$ cat src/verilog/bcs_regs.vh
// Register offsets, field positions and reset values for the branch condition select block
`ifndef BCS_REGS_VH
`define BCS_REGS_VH

// APB byte offsets
`define BCS_OFS_STORE_ADDR 8'h00
`define BCS_OFS_STORE_DATA 8'h04
`define BCS_OFS_STATUS 8'h08
`define BCS_OFS_CTRL 8'h0C

// Decode word field positions
`define BCS_DEC_CONV_LO 0
`define BCS_DEC_CONV_HI 1
`define BCS_DEC_EXT_LO 2
`define BCS_DEC_EXT_HI 3
`define BCS_DEC_CARRY_SRC 4

// Status register field positions
`define BCS_ST_DEC_LSB 0
`define BCS_ST_COND 8
`define BCS_ST_GROUP 9
`define BCS_ST_POS_LSB 12

// Control register field positions
`define BCS_CTRL_SPARE 0

// Reset values
`define BCS_RST_DECODE 5'h00
`define BCS_RST_CTRL 1'b0
`define BCS_RST_ADDR 8'h00

// Extension select codes
`define BCS_EXT_A 2'h0
`define BCS_EXT_B 2'h1
`define BCS_EXT_C 2'h2

`endif

$ cat src/verilog/bcs_top.v
// Branch condition select mux with opcode decode store and APB access
`timescale 1ns/10ps
`include "bcs_regs.vh"

module bcs_top #(
  parameter OPC_W = 8,
  parameter DEC_W = 5
) (
  input wire pclk,
  input wire presetn,
  // APB slave
  input wire psel,
  input wire penable,
  input wire pwrite,
  input wire [7:0] paddr,
  input wire [31:0] pwdata,
  output reg [31:0] prdata,
  output reg pready,
  output reg pslverr,
  // Microinstruction fields
  input wire [2:0] cr_group_bits,
  input wire [3:0] cr_cond_pos,
  // Opcode decode control
  input wire [OPC_W-1:0] opcode_latch,
  input wire first_ucycle,
  // Non-ALU conditions
  input wire index_test,
  input wire prev_bus_sign,
  input wire src_field_zero,
  input wire io_halfword_dev,
  input wire io_sync_test,
  input wire mem_data_sign,
  input wire [31:0] xlate_word,
  input wire alu_zero_n,
  input wire alu_carry_n,
  input wire alu_neg_n,
  input wire alu_ovf_n,
  input wire macro_irq_n,
  input wire fp_instr_mask,
  input wire mask_true,
  input wire dst_field_zero,
  input wire xy_bits_nonzero,
  input wire mask_false,
  input wire reloc_protect,
  input wire shift_residue_flag,
  // ALU status register bits
  input wire alu_z,
  input wire alu_c,
  input wire alu_n,
  input wire alu_v,
  input wire alu_link,
  input wire alu_flag1,
  input wire alu_flag2,
  input wire alu_flag3,
  // Carry sources
  input wire alu_carry_out,
  input wire [2:0] shift_carry,
  // To the sequencer and condition code register
  output reg branch_cond,
  output reg final_carry,
  output reg conv_sel_hi,
  output reg conv_sel_lo
);

  // Constant one feeding the always-branch position
  localparam [0:0] CONST_ONE_BRANCH = 1'b1;

  // Opcode decode store, loaded by software
  reg [DEC_W-1:0] decode_store [0:(1<<OPC_W)-1];

  // Captured decode word for the current instruction
  reg [DEC_W-1:0] decode_q;
  // Store address pointer for software access
  reg [OPC_W-1:0] store_addr_q;
  // Level driven on the spare extension positions
  reg spare_q;
  // Last presented condition and its position, for status reads
  reg last_cond_q;
  reg last_group_q;
  reg [3:0] last_pos_q;

  // Derived selects
  wire group_sel;
  wire ext_sel_hi;
  wire ext_sel_lo;
  wire [1:0] ext_sel;
  wire carry_src_shift;
  wire xlate_parity;
  wire [DEC_W-1:0] decode_d;
  wire alu_cond_out;
  wire cond_select_mux;

  // APB phase decode
  wire apb_access;
  wire apb_done;

  // Odd parity over the translator word
  assign xlate_parity = ^xlate_word;

  // Group select from three control bits
  assign group_sel = &cr_group_bits;

  // Decode store lookup by opcode latch
  assign decode_d = decode_store[opcode_latch];

  // Decode word fields
  assign ext_sel_hi = decode_q[`BCS_DEC_EXT_HI];
  assign ext_sel_lo = decode_q[`BCS_DEC_EXT_LO];
  assign ext_sel = {ext_sel_hi, ext_sel_lo};
  assign carry_src_shift = decode_q[`BCS_DEC_CARRY_SRC];

  // ALU condition group select
  function alu_pick;
    input [3:0] pos;
    input z;
    input c;
    input n;
    input v;
    input lk;
    input f1;
    input f2;
    input f3;
    begin
      case (pos)
        4'h0: alu_pick = (n ^ v) | z;
        4'h1: alu_pick = n ^ v;
        4'h2: alu_pick = z;
        4'h3: alu_pick = v;
        4'h4: alu_pick = 1'b0;
        4'h5: alu_pick = c;
        4'h6: alu_pick = z | ~c;
        4'h7: alu_pick = n;
        4'h8: alu_pick = lk;
        4'h9: alu_pick = f1;
        4'hA: alu_pick = f2;
        4'hB: alu_pick = f3;
        // Codes above eleven are unused and present zero
        default: alu_pick = 1'b0;
      endcase
    end
  endfunction

  assign alu_cond_out = alu_pick(cr_cond_pos, alu_z, alu_c, alu_n, alu_v,
                                 alu_link, alu_flag1, alu_flag2, alu_flag3);

  // Four-way choice used by extension positions and shift carry
  function pick4;
    input [1:0] sel;
    input a;
    input b;
    input c;
    input d;
    begin
      case (sel)
        `BCS_EXT_A: pick4 = a;
        `BCS_EXT_B: pick4 = b;
        `BCS_EXT_C: pick4 = c;
        default: pick4 = d;
      endcase
    end
  endfunction

  // Sixteen non-ALU positions, in position order
  wire [15:0] misc_src;
  assign misc_src[0] = index_test;
  assign misc_src[1] = prev_bus_sign;
  assign misc_src[2] = src_field_zero;
  assign misc_src[3] = CONST_ONE_BRANCH;
  assign misc_src[4] = io_halfword_dev;
  assign misc_src[5] = io_sync_test;
  assign misc_src[6] = mem_data_sign;
  assign misc_src[7] = xlate_parity;
  assign misc_src[8] = alu_zero_n;
  assign misc_src[9] = alu_carry_n;
  assign misc_src[10] = alu_neg_n;
  assign misc_src[11] = alu_ovf_n;
  assign misc_src[12] = macro_irq_n;
  assign misc_src[13] = fp_instr_mask;
  // Position 14 extension; spare code drives the control level
  assign misc_src[14] = pick4(ext_sel, mask_true, dst_field_zero,
                              xy_bits_nonzero, spare_q);
  // Position 15 extension; spare code drives the control level
  assign misc_src[15] = pick4(ext_sel, mask_false, reloc_protect,
                              shift_residue_flag, spare_q);

  // Final condition selected by group and position
  assign cond_select_mux = group_sel ? alu_cond_out : misc_src[cr_cond_pos];

  // Condition and carry reach the sequencer within the microcycle
  always @* begin
    branch_cond = cond_select_mux;
    if (carry_src_shift) begin
      // Shift register carry picked by the extension bits; code 11 unused
      final_carry = pick4(ext_sel, shift_carry[0], shift_carry[1],
                          shift_carry[2], 1'b0);
    end else begin
      final_carry = alu_carry_out;
    end
  end

  // Decode register loads at instruction start and holds otherwise
  always @(posedge pclk or negedge presetn) begin
    if (!presetn) begin
      decode_q <= `BCS_RST_DECODE;
    end else if (first_ucycle) begin
      decode_q <= decode_d;
    end
  end

  // Conversion method selects sent to the condition code register
  always @(posedge pclk or negedge presetn) begin
    if (!presetn) begin
      conv_sel_hi <= 1'b0;
      conv_sel_lo <= 1'b0;
    end else if (first_ucycle) begin
      conv_sel_hi <= decode_d[`BCS_DEC_CONV_HI];
      conv_sel_lo <= decode_d[`BCS_DEC_CONV_LO];
    end
  end

  // Snapshot of the presented condition for software
  always @(posedge pclk or negedge presetn) begin
    if (!presetn) begin
      last_cond_q <= 1'b0;
      last_group_q <= 1'b0;
      last_pos_q <= 4'h0;
    end else begin
      last_cond_q <= cond_select_mux;
      last_group_q <= group_sel;
      last_pos_q <= cr_cond_pos;
    end
  end

  // APB access phase and its completing edge
  assign apb_access = psel & penable;
  assign apb_done = apb_access & pready;

  // One wait state: ready rises in the second access cycle
  always @(posedge pclk or negedge presetn) begin
    if (!presetn) begin
      pready <= 1'b0;
    end else begin
      pready <= apb_access & ~pready;
    end
  end

  // Address match test for mapped registers
  function addr_mapped;
    input [7:0] a;
    begin
      addr_mapped = (a == `BCS_OFS_STORE_ADDR) || (a == `BCS_OFS_STORE_DATA) ||
                    (a == `BCS_OFS_STATUS) || (a == `BCS_OFS_CTRL);
    end
  endfunction

  // Read data and error answer, prepared while ready is low
  always @(posedge pclk or negedge presetn) begin
    if (!presetn) begin
      prdata <= 32'h00000000;
      pslverr <= 1'b0;
    end else if (apb_access & ~pready) begin
      pslverr <= ~addr_mapped(paddr);
      prdata <= 32'h00000000;
      if (!pwrite) begin
        case (paddr)
          `BCS_OFS_STORE_ADDR: begin
            prdata[OPC_W-1:0] <= store_addr_q;
          end
          `BCS_OFS_STORE_DATA: begin
            prdata[DEC_W-1:0] <= decode_store[store_addr_q];
          end
          `BCS_OFS_STATUS: begin
            prdata[`BCS_ST_DEC_LSB+DEC_W-1:`BCS_ST_DEC_LSB] <= decode_q;
            prdata[`BCS_ST_COND] <= last_cond_q;
            prdata[`BCS_ST_GROUP] <= last_group_q;
            prdata[`BCS_ST_POS_LSB+3:`BCS_ST_POS_LSB] <= last_pos_q;
          end
          `BCS_OFS_CTRL: begin
            prdata[`BCS_CTRL_SPARE] <= spare_q;
          end
          // Unmapped reads return zero with an error
          default: begin
            prdata <= 32'h00000000;
          end
        endcase
      end
    end else if (!apb_access) begin
      pslverr <= 1'b0;
    end
  end

  // Register writes take effect at the completing edge
  always @(posedge pclk or negedge presetn) begin
    if (!presetn) begin
      store_addr_q <= `BCS_RST_ADDR;
      spare_q <= `BCS_RST_CTRL;
    end else if (apb_done & pwrite) begin
      case (paddr)
        `BCS_OFS_STORE_ADDR: begin
          store_addr_q <= pwdata[OPC_W-1:0];
        end
        `BCS_OFS_CTRL: begin
          spare_q <= pwdata[`BCS_CTRL_SPARE];
        end
        // Other offsets carry no writable state here
        default: begin
          spare_q <= spare_q;
        end
      endcase
    end
  end

  // Decode store contents written by software, no reset
  always @(posedge pclk) begin
    if (apb_done & pwrite & (paddr == `BCS_OFS_STORE_DATA)) begin
      decode_store[store_addr_q] <= pwdata[DEC_W-1:0];
    end
  end

endmodule
$ cat config.mk
export PLATFORM = sky130hd
export DESIGN_NAME = bcs_top
export DESIGN_NICKNAME = d
export VERILOG_FILES = /design/src/verilog/bcs_top.v
export VERILOG_INCLUDE_DIRS = /design/src /design/src/verilog
export SDC_FILE = /design/constraint.sdc
export NUM_CORES = 2
export LEC_CHECK = 0
export BUFFER_PORTS_ARGS = -buffer_cell sky130_fd_sc_hd__buf_2
export CAP_MARGIN = 10
export CORE_MARGIN = 4
export CORE_UTILIZATION = 55
export CTS_CLUSTER_SIZE = 30
export DETAILED_ROUTE_END_ITERATION = 6
export PLACE_DENSITY = 0.72
export REMOVE_ABC_BUFFERS = 1
export SETUP_SLACK_MARGIN = 0.1
export SLEW_MARGIN = 5
export SYNTH_ARGS = -nofsm -noshare
export SYNTH_HDL_FRONTEND = slang
export SYNTH_SLANG_ARGS = --single-unit
$ cat constraint.sdc
create_clock -name pclk -period 3.35 [get_ports pclk]
set_clock_uncertainty 0.15 [all_clocks]
set_input_delay 0.335 -clock pclk [delete_from_list [all_inputs] [get_ports pclk]]
set_output_delay 0.335 -clock pclk [all_outputs]
set_load 0.02 [all_outputs]
# Word-level counts from Yosys, hierarchy flattened
# Memories as Yosys holds them, arrays and structs flattened.
# Cells that the tools add are included.
classes:
  magnitude_cmp: 1
  eq_ne: 16
  muxes: 18
  bitwise_logic: 11
  reduce_logical: 10
op_table:
  columns: ["op", "n"]
  rows:
  - ["$reduce_xor 32->1", 1]
  - ["$eq 4x4->1 const B", 4]
  - ["$eq 8x4->1 const B", 2]
  - ["$mux 16", 1]
  - ["$eq 4x3->1 const B", 3]
  - ["$pmux 4 s3", 1]
  - ["$pmux 1 s11", 1]
  - ["$pmux 1 s3", 3]
  - ["$eq 4x2->1 const B", 2]
  - ["$eq 8x3->1 const B", 1]
  - ["$logic_not 8->1", 1]
  - ["$mux 1", 7]
  - ["$and 1x1->1", 5]
  - ["$lt 4x5->1 const B", 1]
  - ["$bmux 1 s4", 1]
  - ["$eq 4x1->1 const B", 1]
  - ["$logic_not 4->1", 1]
  - ["$mux 4", 1]
  - ["$pmux 1 s4", 1]
  - ["$reduce_and 2->1", 2]
  - ["$logic_or 1x1->1", 3]
  - ["$mux 3", 1]
  - ["$not 1->1", 3]
  - ["$reduce_and 3->1", 1]
  - ["other kinds (7)", 8]
word_totals:
  ff_bits: 56
  ram_bits: 1280
  input_bits: 123
  out_inout_bits: 38
  n_memories: 1
memory_table:
  columns: ["name", "words", "width", "rd", "rd_clocked_by_memory_dff", "wr", "line_no", "text"]
  rows:
  - ["decode_store", 256, 5, 2, 0, 1, "bcs_top.v:69", "reg [DEC_W-1:0] decode_store [0:(1<<OPC_W)-1];"]

# Logic depth before layout (Yosys ltp)
logic_depth:
  ltp_word: 6
  ltp_mapped: 13
  mapped_depth_nobuf: 7

# Least setup slack after synthesis
# Ideal clock, no wire load.
synth_timing:
  path_type: "input-to-reg"
  start: "input paddr[1]"
  end: "memory decode_store[207][0], enable pin"
  setup_ns: 0.381
  arrival_time_ns: 2.501
  t_required_ns: 2.819
  setup_slack_ns: 0.317
  cell_stages: 7
  cell_sequence: "or4_1 or2_2 nor2_1 nand2_1 or3_1 clkbuf_1 nor4_1"
synth_via:
  elab_chain_cells: 4
synth_lines:
  columns: ["element", "line_no", "text"]
  rows:
  - ["start, declared", "bcs_top.v:15", "input wire [7:0] paddr,"]
  - ["$eq 8x3->1", null, null]
  - ["$and 1x1->1", "bcs_top.v:315", "if (apb_done & pwrite & (paddr == `BCS_OFS_STORE_DATA)) begin"]
  - ["$mux 1", "bcs_top.v:315", null]
  - ["$mux 1 (implied by the code)", "bcs_top.v:316", "decode_store[store_addr_q] <= pwdata[DEC_W-1:0];"]
  - ["end, declared", "bcs_top.v:69", null]
# No other way between the ends.

# Worst setup path in the final report
layout_timing:
  start: "register store_addr_q[0]"
  end: "memory decode_store[249][0], enable pin"
layout_rtl:
  columns: ["element", "line_no", "text"]
  rows:
  - ["start, declared", "bcs_top.v:74", "reg [OPC_W-1:0] store_addr_q;"]
  - ["start signal, assigned", "bcs_top.v:295", "store_addr_q <= `BCS_RST_ADDR;"]
  - ["start signal, assigned", "bcs_top.v:300", "store_addr_q <= pwdata[OPC_W-1:0];"]
# No word-level cell before the write port.

==> flow_metrics.tcl <==
set metrics [dict create \
    critPathLaunchType "register" \
    synth_top_area_cell "edfxtp_1" \
    irDropWorstVdd_uv 487.9 \
    synthFlopType "edfxtp_1" \
    synth_enable_flop_cells 1280 \
    synth_top_family_by_area "multiplexers" \
    core_area_um2 112800 \
    grt_max_degree 114 \
    fmax_mhz 306.5 \
    netlist_area_um2 62690 \
    critPathTopFamily "buffers and inverters" \
    power.leakage_nw 24.66 \
    yosys-top-cells-area "edfxtp_1 (61%), mux4_2 (26%), nor2_1 (1.8%), dfrtp_1 (1.4%), mux2i_1 (1.1%)" \
    portBuffers 118 \
    worst_pin_slew_ns 0.9525 \
    grt_pass1_wl_um 285300 \
    vias 39310 \
    drv_slew 0 \
    drtPass1Iterations 6 \
    fillers 7304 \
    critical_path_buf_inv_count 7 \
    cts-root-buf "clkbuf_16" \
    synth.avg_cell_area_um2 19.17 \
    fin_hold_ws_ns 0.08420 \
    ys_ff_latch 1316 \
    end_kind "register" \
    fin_ws_ns 0.08764 \
    die_x_um 345.6 \
    wl_per_cell_um 35.96 \
    cpPeakStageDelay_ns 0.48 \
    antenna_left 0 \
    period_minus_slack_ns 3.262 \
    relSlewSlack 0.3650 \
    cap_violations 0 \
    synth-adder-area-share 0 \
    cts_tree "yes" \
    grt_setup_unrepaired "true" \
    synth-xor-area-share 0.004471 \
    yosys_warnings 0 \
    clkLatencyLatePin_ns 0.75 \
    dpl.hpwl_um 139600 \
    die_h_um 345.6 \
    dpl_cell_area_um2 69340 \
    cts_sinks 1316 \
    worstPathCellList "buf_12, clkbuf_16, buf_4, clkinvlp_4, buf_4, nor2_1, nand2_1, buf_4, nor2_1, buf_4" \
    grt-ovfl-total 0 \
    final_cell_mix "edfxtp_1 (1280), mux4_2 (722), buf_4 (578), nor2_1 (292), nand2_1 (148)" \
    hold_class "in -> reg" \
    synth-compound-area-share 0.02706 \
    antenna_found_initial 8 \
    crit_slowest_cell "dfrtp_4" \
    place_ws_ns -0.1595 \
    cts_buffers 139 \
    cpMostUsedCell "buf_4" \
    setup_viol 0 \
    hold_viol_final 0 \
    critPathKind "reg -> reg" \
    first_iter_violations 6047 \
    fin_area_um2 74360 \
    initial_utilization 0.5557 \
    power_mw 35.65 \
    cp.required_ns 3.66 \
    grt_pass1_vias 39850 \
    crit_arrival_ns 3.58 \
    via_per_inst 7.082 \
    die-area_um2 119400 \
    rows 123 \
    yosys.area_share.simple 0.04089 \
    io_pins 161 \
    postLayoutCoreUtil 0.6592 \
    gp_congestion 1.015 \
    status "finished, final reports clean" \
    final_common_cell "edfxtp_1" \
    synth_mux_area_frac 0.2746 \
    drt-total-wl_um 199600 \
    post-route-period-util 0.9738 \
    final_layout_size_suffix_gt1_frac 0.4316 \
    synth.top_cell.area_share 0.6131 \
    cp_max_fo 12 \
    syn_inst 3271 \
    synth_cell_types 70 \
    syn_to_final_growth_pct 18.61 \
    synth-async-reset-ratio 0.02736 \
    cts_buffer_depth 3 \
    drc 0 \
    finalNetCount 4067 \
    grtUsageTotal 0.3327 \
    cts_max_level 4 \
    p_per_area_nw_per_um2 479.4 \
    ys_seq_area_frac 0.6275 \
    clk_pin_slew_worst_paths_ns 0.06 \
]
-- registers in the layout, indices dropped and copies added, names as in the netlist --
name,count
prdata,14
decode_store,1280
store_addr_q,8
last_pos_q,4
pready,1
decode_q,5
pslverr,1
last_group_q,1
spare_q,1
last_cond_q,1
-- report_power, final --
part           total (mW)  internal, mW  switching (mW)
logic                2.18         0.934            1.24
registers            18.1          18.1          0.0352
clock network        15.4          9.00            6.37
total                35.6          28.0            7.65
-- logic make-up after synthesis --
| group | Yosys count |
|---|---|
| muxes | 815 |
| xor gates and xnor gates | 32 |
| buffers and inverters | 286 |
| DFF | 1316 |
| and+or+nand+nor | 588 |
| other | 1 |
| AOI/OAI and AO/OA | 233 |
-- cell usage after synthesis (8+ instances only) --
master	count
edfxtp_1	1280
mux4_2	722
nor2_1	293
nand2_1	148
clkbuf_1	105
buf_2	73
mux2i_1	72
buf_4	54
a22oi_1	38
nand3_1	37
dfrtp_1	36
xnor2_1	29
buf_6	28
a21oi_1	26
nor2b_1	23
a22o_1	21
mux2_2	21
o21ai_0	21
a31oi_1	19
buf_1	15
nand2b_1	15
a211oi_1	14
nor3_1	14
nand4_1	13
o22ai_1	13
a221oi_1	12
a32oi_1	10
inv_1	8
nor4_1	8
-- stage by stage --
step	setup TNS [ns]	cells
after floorplan	-	3011
after global placement	-0.3866	5264
after detailed placement	-0.4494	5264
after CTS	0	5538
after global routing	0	5546
final	0	5551
-- layout make-up --
type	instances	area [um^2]	area share
clock inverter	82	833.3	0.01121
clock buffer	160	3642	0.04898
antenna	6	15.01	0.0002019
multi-input combinational	1686	21890	0.2944
timing repair buffer	792	6704	0.09016
inverter	9	40.04	0.0005384
tap	1500	1877	0.02524
sequential	1316	39350	0.5292
-- tightest hold or removal path, stage by stage --
cell	delay (ns)
buf_2	0.17
nand3b_1	0.29
o211ai_1	0.13
-- path summary, 6_finish.rpt --
path                                 start              endpoint  slack [ns]  cells past startpoint
min in group asynchronous          presetn            prdata[15]        0.11                      2
max in group asynchronous          presetn       store_addr_q[1]        2.21                      2
hold reg to reg              last_pos_q[2]            prdata[14]        0.32                      1
setup / recovery           store_addr_q[0]  decode_store[249][0]        0.09                     10
hold / removal             opcode_latch[7]           decode_q[4]        0.08                      3
setup reg to reg           store_addr_q[0]  decode_store[249][0]        0.09                     10
-- per-layer routing --
metal	global-route usage	share of wire	vias to the layer above
met1	0.4460	0.34	20250
met4	0.1631	0.060	8
li1	-	-	15210
met5	0	0.00030	-
met3	0.1028	0.14	610
met2	0.5030	0.46	3236
-- repair_timing --
action                                  in CTS  in global routing
gates cloned                                 0                  3
setup buffers                                6                  4
gates resized for setup                      4                 14
endpoints found under the setup margin       4                 11
endpoints found under the hold margin      289                  0
hold buffers                                26                  0
pin swaps                                    1                  2
No activity file was read; power rests on OpenSTA's default activity.
